### src/hdl/ssem_defs.svh
// Purpose: Register offsets, field positions and reset values of the sleep mask block
// Assumes: Byte addresses on a 32-bit AXI4-Lite bus, one aligned word per register
// Notes:   The printed offsets are not multiples of four, so they are kept as indices
`ifndef SSEM_DEFS_SVH
`define SSEM_DEFS_SVH

`define SSEM_IDX_SLEEP_CTRL   8'he4
`define SSEM_IDX_S1_INPUT     8'he5
`define SSEM_IDX_S1_FAN       8'he6
`define SSEM_RST_SLEEP_CTRL   8'h07
`define SSEM_RST_S1_INPUT     8'hff
`define SSEM_RST_S1_FAN       4'hf
`define SSEM_SLEEP_LSB        0
`define SSEM_SLEEP_MSB        1
`define SSEM_FAN_MSB          3
`define SSEM_RESP_OKAY        2'h0
`define SSEM_RESP_SLVERR      2'h2

`endif

### src/hdl/ssem_pkg.sv
// Purpose: Types shared by the sleep mask block
// Assumes: Constants live in ssem_defs.svh
// Notes:   Sleep states follow the two-bit sleep state field encoding
package ssem_pkg;
    typedef enum logic [1:0] {
        SSEM_S0   = 2'h0,
        SSEM_S1   = 2'h1,
        SSEM_S3   = 2'h2,
        SSEM_S45  = 2'h3
    } ssem_sleep_e;

    typedef struct packed {
        logic [7:0] general_purpose_input;
        logic [3:0] fan;
    } ssem_err_s;
endpackage

### src/hdl/ssem_top.sv
// Purpose: Sleep-state dependent masking of input and fan tachometer error events
// Assumes: Error events are single-cycle or level signals on clk_sys
// Notes:   Registers reached over AXI4-Lite, byte address is four times the index
// Operation
// RULE1: Eight-bit read/write S1 input mask, resets to all ones, bit n masks input n.
// RULE2: Input mask bits act only while the sleep state field reads S1.
// RULE3: S1 fan mask has four writable low bits, upper bits read zero, resets 0x0f.
// RULE4: Fan mask bit set and state S1 suppresses that fan's error events.
// RULE5: Field decode 00 S0, 01 S1, 10 S3, 11 S4/5; S4/5 may enter automatically.
//
// The AXI4-Lite slave port is this design's own decision.
`include "ssem_defs.svh"

module ssem_top (
    // Clock and reset
    input  wire logic               clk_sys,
    input  wire logic               rst,
    // AXI4-Lite write address and data
    input  wire logic [11:0]        s_axi_awaddr,
    input  wire logic               s_axi_awvalid,
    output logic                    s_axi_awready,
    input  wire logic [31:0]        s_axi_wdata,
    input  wire logic [3:0]         s_axi_wstrb,
    input  wire logic               s_axi_wvalid,
    output logic                    s_axi_wready,
    // AXI4-Lite write response
    output logic [1:0]              s_axi_bresp,
    output logic                    s_axi_bvalid,
    input  wire logic               s_axi_bready,
    // AXI4-Lite read
    input  wire logic [11:0]        s_axi_araddr,
    input  wire logic               s_axi_arvalid,
    output logic                    s_axi_arready,
    output logic [31:0]             s_axi_rdata,
    output logic [1:0]              s_axi_rresp,
    output logic                    s_axi_rvalid,
    input  wire logic               s_axi_rready,
    // Automatic entry into S4/5 (pulse)
    input  wire logic               auto_s45_req,
    // Raw and masked error events
    input  wire ssem_pkg::ssem_err_s err_in,
    output ssem_pkg::ssem_err_s     err_out,
    // Current sleep state
    output ssem_pkg::ssem_sleep_e   sleep_state
);
    import ssem_pkg::*;

    logic [1:0]  sleep_reg;
    logic [7:0]  s1_input_reg;
    logic [3:0]  s1_fan_reg;
    logic [11:0] awaddr_reg;
    logic        aw_held_reg;
    logic [31:0] wdata_reg;
    logic        w_held_reg;
    logic        bvalid_reg;
    logic [1:0]  bresp_reg;
    logic        rvalid_reg;
    logic [31:0] rdata_reg;
    logic [1:0]  rresp_reg;
    ssem_err_s   err_reg;

    // Word index of a byte address; the low two address bits are ignored
    function automatic logic [7:0] ssem_index(input logic [11:0] addr);
        return addr[9:2];
    endfunction

    // Write path: address and data latched independently, response after both
    wire       w_fire    = aw_held_reg && w_held_reg && !bvalid_reg;
    wire [7:0] w_idx     = ssem_index(awaddr_reg);
    // Only byte lane 0 carries register bits, so only its strobe gates a write
    wire       w_sleep   = w_fire && w_idx == `SSEM_IDX_SLEEP_CTRL && awaddr_reg[11:10] == 2'h0;
    wire       w_input   = w_fire && w_idx == `SSEM_IDX_S1_INPUT && awaddr_reg[11:10] == 2'h0;
    wire       w_fan     = w_fire && w_idx == `SSEM_IDX_S1_FAN && awaddr_reg[11:10] == 2'h0;
    wire       w_mapped  = w_sleep || w_input || w_fan;
    logic [3:0] wstrb_reg;
    wire       w_byte0   = wstrb_reg[0];

    assign s_axi_awready = !aw_held_reg;
    assign s_axi_wready  = !w_held_reg;
    assign s_axi_bvalid  = bvalid_reg;
    assign s_axi_bresp   = bresp_reg;

    // Capture write address
    always_ff @(posedge clk_sys or posedge rst) begin
        if (rst) begin
            aw_held_reg <= 1'b0;
            awaddr_reg  <= 12'h000;
        end else if (s_axi_awvalid && !aw_held_reg) begin
            aw_held_reg <= 1'b1;
            awaddr_reg  <= s_axi_awaddr;
        end else if (w_fire) begin
            aw_held_reg <= 1'b0;
        end
    end

    // Capture write data
    always_ff @(posedge clk_sys or posedge rst) begin
        if (rst) begin
            w_held_reg <= 1'b0;
            wdata_reg  <= 32'h0000_0000;
            wstrb_reg  <= 4'h0;
        end else if (s_axi_wvalid && !w_held_reg) begin
            w_held_reg <= 1'b1;
            wdata_reg  <= s_axi_wdata;
            wstrb_reg  <= s_axi_wstrb;
        end else if (w_fire) begin
            w_held_reg <= 1'b0;
        end
    end

    // Write response
    always_ff @(posedge clk_sys or posedge rst) begin
        if (rst) begin
            bvalid_reg <= 1'b0;
            bresp_reg  <= `SSEM_RESP_OKAY;
        end else if (w_fire) begin
            bvalid_reg <= 1'b1;
            bresp_reg  <= w_mapped ? `SSEM_RESP_OKAY : `SSEM_RESP_SLVERR;
        end else if (s_axi_bready) begin
            bvalid_reg <= 1'b0;
        end
    end

    // Sleep state field; an automatic S4/5 request wins over a software write
    always_ff @(posedge clk_sys or posedge rst) begin
        if (rst) begin
            sleep_reg <= 2'(`SSEM_RST_SLEEP_CTRL & 8'h03);
        end else if (auto_s45_req) begin
            sleep_reg <= SSEM_S45; // [RULE5]
        end else if (w_sleep && w_byte0) begin
            sleep_reg <= wdata_reg[`SSEM_SLEEP_MSB:`SSEM_SLEEP_LSB];
        end
    end

    // S1 mask registers
    always_ff @(posedge clk_sys or posedge rst) begin
        if (rst) begin
            s1_input_reg <= `SSEM_RST_S1_INPUT; // [RULE1]
            s1_fan_reg   <= `SSEM_RST_S1_FAN;   // [RULE3]
        end else begin
            if (w_input && w_byte0) begin
                s1_input_reg <= wdata_reg[7:0]; // [RULE1]
            end
            if (w_fan && w_byte0) begin
                s1_fan_reg <= wdata_reg[`SSEM_FAN_MSB:0]; // [RULE3]
            end
        end
    end

    // Read path
    wire [7:0]  r_idx    = ssem_index(s_axi_araddr);
    wire        r_hi_ok  = s_axi_araddr[11:10] == 2'h0;
    wire        r_sleep  = r_hi_ok && r_idx == `SSEM_IDX_SLEEP_CTRL;
    wire        r_input  = r_hi_ok && r_idx == `SSEM_IDX_S1_INPUT;
    wire        r_fan    = r_hi_ok && r_idx == `SSEM_IDX_S1_FAN;
    wire [31:0] r_word   = r_sleep ? {30'h0, sleep_reg}
                         : r_input ? {24'h00_0000, s1_input_reg}
                         : r_fan   ? {28'h000_0000, s1_fan_reg} // [RULE3]
                         : 32'h0000_0000;
    wire        r_fire   = s_axi_arvalid && !rvalid_reg;

    assign s_axi_arready = !rvalid_reg;
    assign s_axi_rvalid  = rvalid_reg;
    assign s_axi_rdata   = rdata_reg;
    assign s_axi_rresp   = rresp_reg;

    // Read data and response
    always_ff @(posedge clk_sys or posedge rst) begin
        if (rst) begin
            rvalid_reg <= 1'b0;
            rdata_reg  <= 32'h0000_0000;
            rresp_reg  <= `SSEM_RESP_OKAY;
        end else if (r_fire) begin
            rvalid_reg <= 1'b1;
            rdata_reg  <= r_word;
            rresp_reg  <= (r_sleep || r_input || r_fan) ? `SSEM_RESP_OKAY : `SSEM_RESP_SLVERR;
        end else if (s_axi_rready) begin
            rvalid_reg <= 1'b0;
        end
    end

    // Masking: only the S1 state applies the S1 masks
    wire       in_s1      = sleep_reg == SSEM_S1;                       // [RULE5]
    wire [7:0] input_gate = in_s1 ? ~s1_input_reg : 8'hff;              // [RULE2]
    wire [3:0] fan_gate   = in_s1 ? ~s1_fan_reg : 4'hf;                 // [RULE4]
    ssem_err_s err_next;
    assign err_next = {err_in.general_purpose_input & input_gate,       // [RULE1]
                       err_in.fan & fan_gate};                          // [RULE4]

    // Registered masked errors
    always_ff @(posedge clk_sys or posedge rst) begin
        if (rst) begin
            err_reg <= '0;
        end else begin
            err_reg <= err_next;
        end
    end

    assign err_out     = err_reg;
    assign sleep_state = ssem_sleep_e'(sleep_reg);

    a_input_mask_s1: assert property (@(posedge clk_sys) disable iff (rst) // [RULE2]
        (sleep_reg == 2'h1) |=> (err_out.general_purpose_input
            == ($past(err_in.general_purpose_input) & ~$past(s1_input_reg))))
        else $error("Input errors not masked in S1");
    a_input_pass_other: assert property (@(posedge clk_sys) disable iff (rst) // [RULE2]
        (sleep_reg != 2'h1) |=> (err_out.general_purpose_input
            == $past(err_in.general_purpose_input)))
        else $error("Input errors masked outside S1");
    a_fan_mask_s1: assert property (@(posedge clk_sys) disable iff (rst) // [RULE4]
        (sleep_reg == 2'h1) |=> (err_out.fan == ($past(err_in.fan) & ~$past(s1_fan_reg))))
        else $error("Fan errors not masked in S1");
    a_fan_pass_other: assert property (@(posedge clk_sys) disable iff (rst) // [RULE4]
        (sleep_reg != 2'h1) |=> (err_out.fan == $past(err_in.fan)))
        else $error("Fan errors masked outside S1");
    a_input_write_takes: assert property (@(posedge clk_sys) disable iff (rst) // [RULE1]
        (w_input && wstrb_reg[0]) |=> (s1_input_reg == $past(wdata_reg[7:0])))
        else $error("Input mask write lost");
    a_fan_read_reserved: assert property (@(posedge clk_sys) disable iff (rst) // [RULE3]
        (r_fire && r_fan) |=> (rdata_reg[31:4] == 28'h000_0000
            && rdata_reg[3:0] == $past(s1_fan_reg)))
        else $error("Fan mask read wrong");
    a_auto_s45_entry: assert property (@(posedge clk_sys) disable iff (rst) // [RULE5]
        auto_s45_req |=> (sleep_state == SSEM_S45))
        else $error("Automatic S4/5 entry missed");
    a_write_resp_time: assert property (@(posedge clk_sys) disable iff (rst)
        w_fire |=> s_axi_bvalid)
        else $error("Write response late");
endmodule // ssem_top

### config.mk
export PLATFORM = sky130hd
export DESIGN_NAME = ssem_top
export DESIGN_NICKNAME = d
export VERILOG_FILES = /design/src/hdl/ssem_pkg.sv /design/src/hdl/ssem_top.sv
export VERILOG_INCLUDE_DIRS = /design/src /design/src/hdl
export SDC_FILE = /design/constraint.sdc
export NUM_CORES = 1
export LEC_CHECK = 0
export CAP_MARGIN = 20
export CORE_UTILIZATION = 60
export DETAILED_ROUTE_END_ITERATION = 8
export DONT_BUFFER_PORTS = 1
export GPL_ROUTABILITY_DRIVEN = 1
export MAX_ROUTING_LAYER = met4
export PLACE_DENSITY_LB_ADDON = 0.2
export SYNTH_ARGS = -nofsm -noshare
export SYNTH_HDL_FRONTEND = slang
export SYNTH_SLANG_ARGS = --single-unit
### constraint.sdc
create_clock -name clk_sys -period 2.6 [get_ports clk_sys]
set_input_delay 0.52 -clock clk_sys [delete_from_list [all_inputs] [get_ports clk_sys]]
set_output_delay 0.52 -clock clk_sys [all_outputs]
set_load 0.03 [all_outputs]
==> impl_metrics.yaml <==
status:
  outcome: "finished, final reports clean"
timing:
  setup_violations: 0
  timing.hold.ws_ns: 0.229
  min_period_ns: 1.64
  fmax_mhz: 610
  maxSlewViolCount: 0
  post-route-period-util: 0.630
  timing.setup.tns_ns: 0
  worstMarginPinSlew_ns: 0.810
  rsz0062_at_grt: "false"
  finalHoldViolations: 0
  slew_headroom: 0.460
  skew_ns: 0.00630
floorplanning:
  dieArea_mm2: 0.00467
  core-area_mm2: 0.00412
  die_h_um: 68.4
  rows: 23
  die-width_um: 68.4
  ioPinCount: 135
  start_util: 0.642
placement:
  hpwl_um: 3400
  io_buffers: 0
  place_area_mm2: 0.00258
  routabilityCongestion: 0.696
  place_inst: 251
critical_path:
  cp.arrival_ns: 1.12
  path_max_fanout: 4
  r2r_slack_ns: 0.98
  path_buf_inv: 1
  critical_path.cell_chain: "inv_1"
  path_delay_family: "flip-flops"
  slowest_stage: "dfrtp_1"
  crit_type: "register to primary output"
  critPathCaptureType: "primary output"
  cp.required_ns: 2.08
  startpoint_type: "register"
  max_stage_delay_ns: 0.51
synth:
  syn_inst: 205
  synth.avg_cell_area_um2: 12.9
  ys.flop_type: "dfrtp_1"
  synth_cell_type_count: 33
  ys_seq_elements: 59
  synth.yosys.seq_area_share: 0.566
  synth_top_area_share: 0.426
  synth_edf_count: 0
  syn_area_mm2: 0.00264
  async_reset_ff_frac: 1.00
  synth_top_area_cell: "dfrtp_1"
  synthTopCellsByArea: "dfrtp_1 (43%), dfstp_2 (14%), mux2_2 (9.8%)"
  yosys_warnings: 0
cts:
  ctsHoldBuffers: 0
  cts_resized: 0
  cts_setup_buffers: 0
  cts.sinks: 59
  root_buffer: "clkbuf_8"
  clk_pin_slew_ns: 0.07
  htreeDepth: 3
  tritoncts: "yes"
  clockBufferDepth: 2
  cts_made_buffers: 9
  insertion_delay_ns: 0.32
cells_and_area:
  layout_commonest_cell: "dfrtp_1"
  final_area_mm2: 0.00279
  multi_input_area_um2: 990
  final_cell_mix: "dfrtp_1 (45), conb_1 (26), mux2_2 (23)"
  utilization: 0.679
  largest_register_ffs: 12
  fillers: 309
  fin_nets: 292
  fin_cells: 267
  antennaDiodeCount: 0
  area_growth_pct: 5.73
  drive_gt1_frac: 0.309
  regArea_mm2: 0.00149
global_routing:
  grt_pass1_wl_um: 6890
  grt.overflow.total: 0
  grt_pass1_vias: 1507
  grtUsageTotal: 0.215
  grt_antenna_before_repair: 0
  grt_max_degree: 42
power_and_ir_drop:
  p_comb_frac: 0.176
  switching_share: 0.288
  peakVddDrop_uv: 573
  clockPowerShare: 0.328
  p_seq_frac: 0.496
  power.internal_uw: 1860
  power.leakage_uw: 0.00124
  power.density_mw_per_mm2: 933
  p_switching_uw: 751
hold_path:
  hp-class: "primary input to asynchronous set/reset pin"
drt:
  wl_per_cell_um: 16.7
  postRouteWirelength_um: 4470
  vias: 1455
  first_pass_iters: 4
  ant_nets: 0
  routed_via_density: 5.45
  drc: 0
  drt_iter0_drc: 42
flow_run:
  drv_cap: 0
## cell type report
type,instances,share of cell area
clock buffer,12,0.0591
clock inverter,4,0.0170
inverter,5,0.00672
multi-input combinational,135,0.354
sequential,59,0.535
tap,50,0.0224
timing repair buffer,2,0.00538
## through the flow
stage / setup WS, ns / power, µW
after global placement: 0.943 / 1740
final: 0.962 / 2610
after detailed placement: 0.913 / 1780
after floorplan: 0.647 / 1710
after CTS: 0.954 / 2630
after global routing: 0.869 / 2740
## worst paths after layout
check / from / end / cells past startpoint
max in group asynchronous: rst / s1_input_reg[4]$_DFFE_PP1P_ / 2
setup reg to reg: sleep_state[0]$_DFFE_PP1P_ / err_out[8]$_DFF_PP0_ / 2
min in group clk_sys: s_axi_rready / s_axi_rvalid$_DFFE_PP0P_ / 1
hold / removal: rst / err_out[5]$_DFF_PP0_ / 1
setup / recovery: s_axi_rvalid$_DFFE_PP0P_ / s_axi_arready / 1
hold reg to reg: awaddr_reg[4]$_DFFE_PP0P_ / awaddr_reg[4]$_DFFE_PP0P_ / 1
## routing by layer
metal	track usage	share of wire	vias to the layer above	wire, µm
li1	-	-	671	-
met1	0.227	0.40	701	1790
met2	0.355	0.50	74	2240
met3	0.0717	0.086	9	383
met4	0.109	0.013	0	58
met5	-	0	-	0
## power by group through the flow
stage | registers, µW | logic, µW | clock network, µW
global route | 1330 | 504 | 914
detailed placement | 1310 | 466 | 0
global placement | 1290 | 441 | 0
floorplan | 1260 | 448 | 0
CTS | 1300 | 467 | 870
finish | 1290 | 459 | 854
## kinds of logic after synthesis
family | after synthesis | share of synthesized area
flip-flops | 59 | 0.566
AO/OA/AOI/OAI | 29 | 0.0791
other | 1 | 0.00142
buffers and inverters | 36 | 0.0952
multiplexers | 35 | 0.159
AND/OR/NAND/NOR | 45 | 0.100
## cell usage after synthesis (2+ instances only)
cell       instances
nor2_1            10
mux2_2            23
nand2_1           15
buf_4             26
buf_2              2
o21ai_0            5
inv_1              5
dfrtp_1           45
clkbuf_1           2
mux2i_1            4
nand4_1            3
mux2_4             8
a21boi_0          12
o31ai_1            4
and4b_1            2
nor2b_1            7
dfstp_2           14
a22oi_1            2
a2bb2oi_1          2
Power figures use the tool's default switching activity.
